[config.mk]
export PLATFORM = sky130hd
export DESIGN_NAME = angle_range_otp
export DESIGN_NICKNAME = d
export VERILOG_FILES = /design/src/core/range_otp_pkg.sv /design/src/core/angle_range_otp.sv
export SDC_FILE = /design/constraint.sdc
export NUM_CORES = 1
export LEC_CHECK = 0
export BUFFER_PORTS_ARGS = -buffer_cell sky130_fd_sc_hd__buf_2
export CAP_MARGIN = 20
export CORE_ASPECT_RATIO = 0.5
export CORE_MARGIN = 2
export CORE_UTILIZATION = 25
export CTS_BUF_LIST = sky130_fd_sc_hd__clkbuf_16
export DETAILED_ROUTE_END_ITERATION = 6
export GPL_TIMING_DRIVEN = 0
export HOLD_SLACK_MARGIN = 0.06
export PLACE_DENSITY_LB_ADDON = 0.3
export SETUP_SLACK_MARGIN = 0.1
export SYNTH_ARGS = -nofsm -noshare
export SYNTH_HDL_FRONTEND = slang
export SYNTH_SLANG_ARGS = --single-unit
export TNS_END_PERCENT = 5
[constraint.sdc]
create_clock -name clk -period 10.5 [get_ports clk]
set_clock_uncertainty 0.2 [all_clocks]
set_input_delay 0.525 -clock clk [delete_from_list [all_inputs] [get_ports clk]]
set_output_delay 0.525 -clock clk [all_outputs]
set_load 0.005 [all_outputs]
[src/core/range_otp_pkg.sv]
// Constants for the angle range one-time-programmable store
// How it works
// RL1 - Range between start and stop must exceed 18 degrees, output scaled across it
// RL2 - Range comes from start plus either stop or range size
// RL3 - Start/stop burn accepted at most 3 times in a lifetime; the code's count clears on rst_n and does not gate pin programming
// RL4 - Host reads raw angle, writes start register, waits 1 ms
// RL5 - Host reads raw angle at stop, writes stop register, waits 1 ms
// RL6 - Rotation start to stop follows the direction pin
// RL7 - Host waits 1 ms after the start/stop burn
// RL8 - Writes 0x01, 0x11, 0x10 reload stored content into readable registers
// RL9 - New settings reach the output no sooner than 1 ms after the command
// RL10 - Option pin grounded: output weakly pulled high until pin programming ends
// RL11 - Output held low 100 ms captures start, second pulse captures stop
// RL12 - Without a second pulse no permanent write happens
// RL13 - After the second pulse the new range takes effect
// RL14 - Pin programming failure drives output low forever, success follows magnet; the code's failure state clears on rst_n and success leaves the pin undriven
// RL15 - Pin programming allowed only once; the code's used flag clears on rst_n
// RL16 - Pin programming allowed only while magnet is detected
// RL17 - Host writes range size and configuration, waits 1 ms, burns settings
// RL18 - Host waits 1 ms after settings burn, then verifies by reload
// RL19 - After a size burn, zero position may still be programmed by pin or bus
// RL20 - Burned start and stop survive power cycle and read back unchanged
// RL21 - Command 0x80 burns start/stop, 0x40 burns settings, at register 0xff
// RL22 - Range size burned only while start/stop burn count is zero
// RL23 - Settings burn accepted only once in a lifetime; the code's flag clears on rst_n
// RL24 - Start/stop burn executes only when the magnet is detected
// RL25 - Output low pulses shorter than capture minimum are ignored
`default_nettype none
package range_otp_pkg;
  // ==========================================================
  // Register map
  localparam logic [7:0] START_HI_ADDR  = 8'h01;
  localparam logic [7:0] START_LO_ADDR  = 8'h02;
  localparam logic [7:0] STOP_HI_ADDR   = 8'h03;
  localparam logic [7:0] STOP_LO_ADDR   = 8'h04;
  localparam logic [7:0] SIZE_HI_ADDR   = 8'h05;
  localparam logic [7:0] SIZE_LO_ADDR   = 8'h06;
  localparam logic [7:0] CONFIGURATION_REGISTER_HI_ADDR   = 8'h07;
  localparam logic [7:0] CONFIGURATION_REGISTER_LO_ADDR   = 8'h08;
  localparam logic [7:0] COUNT_ADDR     = 8'h00;
  localparam logic [7:0] STATUS_ADDR    = 8'h0b;
  localparam logic [7:0] BURN_ADDR      = 8'hff;
  // ==========================================================
  // Commands
  localparam logic [7:0] CMD_BURN_ANGLE = 8'h80;
  localparam logic [7:0] CMD_BURN_SET   = 8'h40;
  localparam logic [7:0] CMD_LOAD_1     = 8'h01;
  localparam logic [7:0] CMD_LOAD_2     = 8'h11;
  localparam logic [7:0] CMD_LOAD_3     = 8'h10;
  // ==========================================================
  // Field positions and limits
  localparam int         STATUS_MD_BIT  = 5;
  localparam logic [1:0] MAX_ANGLE_BURNS = 2'd3;
  // 18 degrees of 4096 steps per turn, rounded down: range must exceed this
  localparam logic [11:0] MIN_RANGE     = 12'h0cc;
  localparam logic [11:0] FULL_RANGE    = 12'h000;
  // ==========================================================
  // Timing
  localparam int CLK_NS         = 10;
  localparam int SETTLE_MS      = 1;
  localparam int CAPTURE_MS     = 100;
  localparam int SETTLE_CYCLES  = SETTLE_MS * 1000000 / CLK_NS;
  localparam int CAPTURE_CYCLES = CAPTURE_MS * 1000000 / CLK_NS;
endpackage : range_otp_pkg
`default_nettype wire

[src/core/angle_range_otp.sv]
// Angle range store with bus and pin programming and one-time burn
`timescale 1ns/1ps
`default_nettype none
module angle_range_otp #(
  parameter int SETTLE_CYC  = range_otp_pkg::SETTLE_CYCLES,
  parameter int CAPTURE_CYC = range_otp_pkg::CAPTURE_CYCLES
) (
  // Clock and reset
  input  wire logic        clk,
  input  wire logic        rst_n,
  // Register port (byte access)
  input  wire logic        regWrite,
  input  wire logic        regRead,
  input  wire logic [7:0]  regAddr,
  input  wire logic [7:0]  regWdata,
  output var  logic [7:0]  regRdata,
  // Sensor side
  input  wire logic [11:0] rawAngle,
  input  wire logic        magnetDetectedFlag,
  input  wire logic        programmingOptionPin,
  input  wire logic        directionPin,
  // Output pin: open drain, enable low while driving
  input  wire logic        outPinIn,
  output var  logic        outPinOut,
  output var  logic        outPinOe_n,
  output var  logic        outPullupEn,
  output var  logic        outForcedLow,
  // Effective range for the output stage
  output var  logic [11:0] activeStart,
  output var  logic [11:0] activeSpan,
  output var  logic [13:0] activeConf
);
  // Counts below these leave no room for a capture or a settle phase
  if (SETTLE_CYC < 1 || CAPTURE_CYC < 2) begin : g_bad_counts
    $error("cycle counts too small");
  end

  // ==========================================================
  // Working and stored registers
  logic [11:0] startQ, stopQ, sizeQ;
  logic [13:0] confQ;
  logic [11:0] nvStartQ, nvStopQ, nvSizeQ;
  logic [13:0] nvConfQ;
  logic [1:0]  burnCountQ;
  logic        setBurnedQ, pinUsedQ;
  logic [1:0]  loadStepQ;
  logic        loadNow;

  function automatic logic [11:0] span(input logic [11:0] a, input logic [11:0] b, input logic dir);
    // RL6 direction pin
    span = dir ? (a - b) : (b - a);
  endfunction

  // ==========================================================
  // Pin capture
  typedef enum logic [1:0] {
    PIN_IDLE  = 2'b00,
    PIN_START = 2'b01,
    PIN_DONE  = 2'b10,
    PIN_FAIL  = 2'b11
  } pin_e;
  pin_e        pinStateQ;
  logic [31:0] lowCntQ;
  logic        lowPrevQ, pulseDone, pinCommit, zeroCommit;
  logic [11:0] pinStartQ;
  wire         pinMode = ~programmingOptionPin & ~pinUsedQ;

  always_ff @(posedge clk) begin
    if (!rst_n) begin
      lowCntQ  <= '0;
      lowPrevQ <= 1'b0;
    end else begin
      lowPrevQ <= ~outPinIn;
      if (!outPinIn && lowCntQ < CAPTURE_CYC) lowCntQ <= lowCntQ + 32'd1;
      else if (outPinIn) lowCntQ <= '0;
    end
  end
  // RL11 RL25 pulse on release
  assign pulseDone = lowPrevQ & outPinIn & (lowCntQ >= CAPTURE_CYC);

  always_ff @(posedge clk) begin
    if (!rst_n) begin
      pinStateQ <= PIN_IDLE;
      pinStartQ <= '0;
    end else begin
      case (pinStateQ)
        // RL15 RL16 RL19 single use, magnet needed; after a size burn one pulse ends it
        PIN_IDLE:  if (pinMode && pulseDone && magnetDetectedFlag) begin
                     pinStartQ <= rawAngle;
                     pinStateQ <= setBurnedQ ? PIN_DONE : PIN_START;
                   end
        // RL12 RL14 invalid stop means failure
        PIN_START: if (pulseDone) begin
                     if (!magnetDetectedFlag || span(pinStartQ, rawAngle, directionPin) <= range_otp_pkg::MIN_RANGE)
                       pinStateQ <= PIN_FAIL;
                     else
                       pinStateQ <= PIN_DONE;
                   end
        PIN_DONE:  pinStateQ <= PIN_DONE;
        PIN_FAIL:  pinStateQ <= PIN_FAIL;
        default:   pinStateQ <= PIN_IDLE;
      endcase
    end
  end
  assign pinCommit = (pinStateQ == PIN_START) && pulseDone && magnetDetectedFlag
                     && span(pinStartQ, rawAngle, directionPin) > range_otp_pkg::MIN_RANGE;
  // RL19 zero position alone, the span comes from stop if over MIN_RANGE from the new start, else from size
  assign zeroCommit = (pinStateQ == PIN_IDLE) && pinMode && pulseDone && magnetDetectedFlag && setBurnedQ;

  always_ff @(posedge clk) begin
    if (!rst_n) begin
      outPullupEn  <= 1'b0;
      outForcedLow <= 1'b0;
      outPinOut    <= 1'b0;
      outPinOe_n   <= 1'b1;
    end else begin
      // RL10 weak pull-up during pin programming
      outPullupEn  <= pinMode && (pinStateQ == PIN_IDLE || pinStateQ == PIN_START);
      // RL14 failure drives low
      outForcedLow <= (pinStateQ == PIN_FAIL);
      outPinOut    <= 1'b0;
      outPinOe_n   <= (pinStateQ != PIN_FAIL);
    end
  end

  // ==========================================================
  // Bus writes, burns and reload
  wire cmdWr     = regWrite && regAddr == range_otp_pkg::BURN_ADDR;
  // RL21 RL3 RL24 angle burn
  wire angleBurn = cmdWr && regWdata == range_otp_pkg::CMD_BURN_ANGLE
                   && burnCountQ < range_otp_pkg::MAX_ANGLE_BURNS && magnetDetectedFlag;
  // RL21 RL23 settings burn
  wire setBurn   = cmdWr && regWdata == range_otp_pkg::CMD_BURN_SET && !setBurnedQ;

  // RL8 three-step reload sequence
  always_ff @(posedge clk) begin
    if (!rst_n) loadStepQ <= 2'd0;
    else if (cmdWr) begin
      case (loadStepQ)
        2'd0:    loadStepQ <= (regWdata == range_otp_pkg::CMD_LOAD_1) ? 2'd1 : 2'd0;
        2'd1:    loadStepQ <= (regWdata == range_otp_pkg::CMD_LOAD_2) ? 2'd2 : 2'd0;
        default: loadStepQ <= (regWdata == range_otp_pkg::CMD_LOAD_1) ? 2'd1 : 2'd0;
      endcase
    end
  end
  assign loadNow = cmdWr && loadStepQ == 2'd2 && regWdata == range_otp_pkg::CMD_LOAD_3;

  // Stored content is not cleared by rst_n, modelling retention over power cycles
  // RL20 nonvolatile copy
  always_ff @(posedge clk) begin
    if (angleBurn || pinCommit || zeroCommit)
      nvStartQ <= pinCommit ? pinStartQ : (zeroCommit ? rawAngle : startQ);
    if (angleBurn || pinCommit)
      nvStopQ  <= pinCommit ? rawAngle : stopQ;
    if (setBurn) begin
      // RL22 size only with zero count
      if (burnCountQ == 2'd0) nvSizeQ <= sizeQ;
      nvConfQ <= confQ;
    end
  end

  always_ff @(posedge clk) begin
    if (!rst_n) begin
      burnCountQ <= '0;
      setBurnedQ <= 1'b0;
      pinUsedQ   <= 1'b0;
    end else begin
      // RL3 count saturates so a fourth burn cannot wrap it back to zero
      if ((angleBurn || pinCommit || zeroCommit) && burnCountQ < range_otp_pkg::MAX_ANGLE_BURNS)
        burnCountQ <= burnCountQ + 2'd1;
      if (setBurn) setBurnedQ <= 1'b1;
      if (pinStateQ == PIN_DONE || pinStateQ == PIN_FAIL) pinUsedQ <= 1'b1;
    end
  end

  // RL2 RL4 RL5 RL17 working registers, reload wins
  always_ff @(posedge clk) begin
    if (!rst_n) begin
      startQ <= '0;
      stopQ  <= '0;
      sizeQ  <= range_otp_pkg::FULL_RANGE;
      confQ  <= '0;
    end else if (loadNow) begin
      startQ <= nvStartQ;
      stopQ  <= nvStopQ;
      sizeQ  <= nvSizeQ;
      confQ  <= nvConfQ;
    end else if (pinCommit) begin
      startQ <= pinStartQ;
      stopQ  <= rawAngle;
    end else if (zeroCommit) begin
      startQ <= rawAngle;
    end else if (regWrite) begin
      case (regAddr)
        range_otp_pkg::START_HI_ADDR: startQ[11:8] <= regWdata[3:0];
        range_otp_pkg::START_LO_ADDR: startQ[7:0]  <= regWdata;
        range_otp_pkg::STOP_HI_ADDR:  stopQ[11:8]  <= regWdata[3:0];
        range_otp_pkg::STOP_LO_ADDR:  stopQ[7:0]   <= regWdata;
        range_otp_pkg::SIZE_HI_ADDR:  sizeQ[11:8]  <= regWdata[3:0];
        range_otp_pkg::SIZE_LO_ADDR:  sizeQ[7:0]   <= regWdata;
        range_otp_pkg::CONFIGURATION_REGISTER_HI_ADDR:  confQ[13:8]  <= regWdata[5:0];
        range_otp_pkg::CONFIGURATION_REGISTER_LO_ADDR:  confQ[7:0]   <= regWdata;
        default: ;
      endcase
    end
  end

  // ==========================================================
  // Settle delay before the output sees new values
  logic [31:0] settleQ;
  logic        changedQ;
  wire         anyChange = regWrite || pinCommit || zeroCommit;
  always_ff @(posedge clk) begin
    if (!rst_n) begin
      settleQ  <= '0;
      changedQ <= 1'b0;
    end else if (anyChange) begin
      settleQ  <= '0;
      changedQ <= 1'b1;
    end else if (changedQ && settleQ < SETTLE_CYC) begin
      settleQ <= settleQ + 32'd1;
    end else if (changedQ) begin
      changedQ <= 1'b0;
    end
  end

  // RL9 RL13 RL1 publish after settle, stop wins if its span from start exceeds MIN_RANGE
  always_ff @(posedge clk) begin
    if (!rst_n) begin
      activeStart <= '0;
      activeSpan  <= range_otp_pkg::FULL_RANGE;
      activeConf  <= '0;
    end else if (changedQ && settleQ >= SETTLE_CYC) begin
      activeStart <= startQ;
      activeConf  <= confQ;
      if (stopQ != startQ && span(startQ, stopQ, directionPin) > range_otp_pkg::MIN_RANGE)
        activeSpan <= span(startQ, stopQ, directionPin);
      else if (sizeQ == range_otp_pkg::FULL_RANGE || sizeQ > range_otp_pkg::MIN_RANGE)
        activeSpan <= sizeQ;
    end
  end

  // ==========================================================
  // Read data, registered
  always_ff @(posedge clk) begin
    if (!rst_n) regRdata <= '0;
    else if (regRead) begin
      case (regAddr)
        range_otp_pkg::COUNT_ADDR:    regRdata <= {6'h00, burnCountQ};
        range_otp_pkg::START_HI_ADDR: regRdata <= {4'h0, startQ[11:8]};
        range_otp_pkg::START_LO_ADDR: regRdata <= startQ[7:0];
        range_otp_pkg::STOP_HI_ADDR:  regRdata <= {4'h0, stopQ[11:8]};
        range_otp_pkg::STOP_LO_ADDR:  regRdata <= stopQ[7:0];
        range_otp_pkg::SIZE_HI_ADDR:  regRdata <= {4'h0, sizeQ[11:8]};
        range_otp_pkg::SIZE_LO_ADDR:  regRdata <= sizeQ[7:0];
        range_otp_pkg::CONFIGURATION_REGISTER_HI_ADDR:  regRdata <= {2'h0, confQ[13:8]};
        range_otp_pkg::CONFIGURATION_REGISTER_LO_ADDR:  regRdata <= confQ[7:0];
        range_otp_pkg::STATUS_ADDR:   regRdata <= 8'(magnetDetectedFlag) << range_otp_pkg::STATUS_MD_BIT;
        default:                      regRdata <= 8'h00;
      endcase
    end
  end
endmodule // angle_range_otp
`default_nettype wire

==> out/metrics.csv <==
metric;value;unit
status;complete, no violations;
synth_top_family_by_area;simple AND/OR/NAND/NOR gates;
ctsResizeCount;0;
synth-simple-area-share;21.39;%
grt_pass1_vias;11011;
holdWs;0.1229;ns
gp_congestion;0.9249;
rr_worst_depth;11;
syn_area;12760;sq um
powerDensity;129.3;nW/um^2
end_kind;flop;
synthArstFlopShare;0;%
rsz0062_at_grt;false;
period_needed;4.927;ns
h-tree-depth;1;
ys.flop_type;dfxtp_1;
nets;1680;
hold_class;in -> reg;
grt_first_pass_wirelength;66870;microns
synth_edf_count;50;
synth_cell_types;81;
synthTopCellsByArea;dfxtp_1, edfxtp_1, nor2_1;
muxShareOfSynthArea;4.080;%
yosys.area_share.xor_xnor;3.227;%
clockRootBuffer;clkbuf_16;
r2r_start;pinStartQ[1]$_SDFFE_PN0P_;
relSlewSlack;33.41;%
cts_buffers;27;
arrival;4.83;ns
post_drt_wl_per_cell;19.11;microns
vias;11725;
synth_area_leader_cell;dfxtp_1;
port_buffers;83;
layout_commonest_cell;dfxtp_1;
cp_max_fo;12;
r2r_end;nvStartQ[10]$_DFFE_PP_;
maxSlewViolCount;0;
p_leak;0.005511;uW
grtUsageTotal;16.36;%
clockBufferDepth;3;
synth_seq_cells;235;
avgSynthCellArea;8.660;sq um
die_w;323.5;microns
die_area;52960;sq um
min_to;pinStartQ[10]$_SDFFE_PN0P_;
grt_start_max_net_pins;14;
maxCapViolations;0;
post_cts_buffers;0;
synth_top_area_share;29.03;%
viasPerCell;5.093;
syn-num-nets;1563;
antenna_found_initial;0;
fin_setup_tns;0;ns
core;50290;sq um
cts_hold_buffers;1;
holdPathStages;3;
finalCritPeriodShare;46.93;%
dp_hpwl;33010;microns
ys_seq_area_share;40.80;%
area_growth;16.67;%
io_pins;86;
synthAdderAreaFrac;5.532;%
drive_gt1_share;12.23;%
fin_util;29.59;%
hold_start;rawAngle[10];
max_freq;202.9;MHz
synth_cells;1473;
drt_first_pass_iters;5;
cp-start-kind;flop;
drtIter0Drc;1208;
wl;43990;microns
vdd_drop_max;0.1191;mV
cp.required;10.41;ns
num_rows;58;
rrSetupSlack;5.57;ns
setup_viol;0;
synth_compound_area_share;19.93;%
worstSkewPairLatency;0.56;ns
cts_tree;built;
worst-setup-path-type;reg -> reg;
mostFrequentLayoutCells;dfxtp_1, nor2_1, nand2_1;
initial_utilization;25.36;%
cts_num_sinks;235;
worstMarginPinSlew;0.9989;ns
drtAntennaViolNets;0;
drc_errors;0;
cp-startpoint;pinStartQ[1]$_SDFFE_PN0P_;
hold_viol;0;
die_h;163.7;microns
grt.overflow.total;0;
yosysWarningCount;0;
clkSlewWorstSetupHoldPaths;0.06;ns
## where the power goes
group	switching [uW]	total [uW]	internal [uW]
clock network	401	872	470
logic	92.5	131	38.5
registers	1.46	921	920
## cells in the mapped netlist, types with 9 or more instances
cell type and n:
dfxtp_1 185, nor2_1 167, nand2_1 154, a21oi_1 99
inv_1 67, o21ai_0 65, clkbuf_1 60, nand3_1 60
edfxtp_1 50, ha_1 50, mux2i_1 37, and2_1 35
xor2_1 32, a211oi_1 30, nor3_1 26, a31oi_1 19
buf_2 18, nand2b_1 16, nand4_1 15, nor4_1 15
xnor2_1 15, a311oi_1 14, o221a_2 14, a22oi_1 12
o22ai_1 12, and3_1 11, nor2_4 11, nor2b_1 11
o21a_1 11, o31ai_1 11, or3_1 11, o221ai_1 10
a221o_1 9, o32ai_1 9
## worst max-delay path by stage
stage                             end  slack [ns]  depth (start not counted)
2_1_floorplan    nvSizeQ[0]$_DFFE_PP_        6.34                          6
3_3_place_gp     nvSizeQ[1]$_DFFE_PP_        4.32                          6
3_5_place_dp   nvStartQ[10]$_DFFE_PP_        5.16                         13
4_1_cts        nvStartQ[11]$_DFFE_PP_        5.55                         11
5_1_grt        nvStartQ[10]$_DFFE_PP_        5.28                         11
6_report       nvStartQ[10]$_DFFE_PP_        5.57                         11
## metrics by stage
| step | instances | total power [uW] | setup WS [ns] | instance area (sq um) |
|---|---|---|---|---|
| floorplan | 1473 | 1016 | 6.340 | 12760 |
| global placement | 2246 | 1068 | 4.319 | 14030 |
| CTS | 2299 | 1938 | 5.553 | 14870 |
| detailed placement | 2248 | 1068 | 5.157 | 14060 |
| finish | 2302 | 1924 | 5.573 | 14880 |
| global route | 2301 | 1991 | 5.282 | 14880 |
## worst max-delay path, stage by stage (launching register included)
cell and delay (ns):
dfxtp_1 0.45, ha_1 0.29, nor2b_1 0.15, o21a_1 0.16
o31ai_1 0.44, o21ai_2 0.19, a311oi_1 0.69, nand2_1 0.31
o21ai_1 0.34, buf_2 0.36, buf_2 0.32, nand3_1 0.56
## flip-flops by register name (all words and copies together), names as in the netlist, 14 cells and up
signal      flops
lowCntQ        32
settleQ        32
activeConf     14
confQ          14
nvConfQ        14
## routing by layer
layer / GRT usage [%] / vias up / part of all wire, %
met1: 21.81 / 5603 / 43
li1: - / 5566 / -
met5: 0 / - / 0
met2: 26.84 / 454 / 46
met4: 5.666 / 0 / 3.7
met3: 2.688 / 102 / 7.2
## cell families (layout without fill, tap and decap cells)
kind of cell    Yosys count  in the layout
compound gates          370            370
xor+xnor                 47             47
fa+ha+maj                54             54
buf+inv                 156            294
flops                   235            235
mux                      46             46
other cells               1              2
simple gates            564            564
## area by class of cell
cell class,count,area (sq um)
timing repair buffer,88,452.9
multi-input combinational,1082,6919
antenna,1,2.502
buffer,88,382.9
clock buffer,27,675.6
fill,5414,35410
tap,690,863.3
clock inverter,23,125.1
inverter,68,255.2
sequential,235,5205
Note: power is estimated with default switching activity, not from simulation.
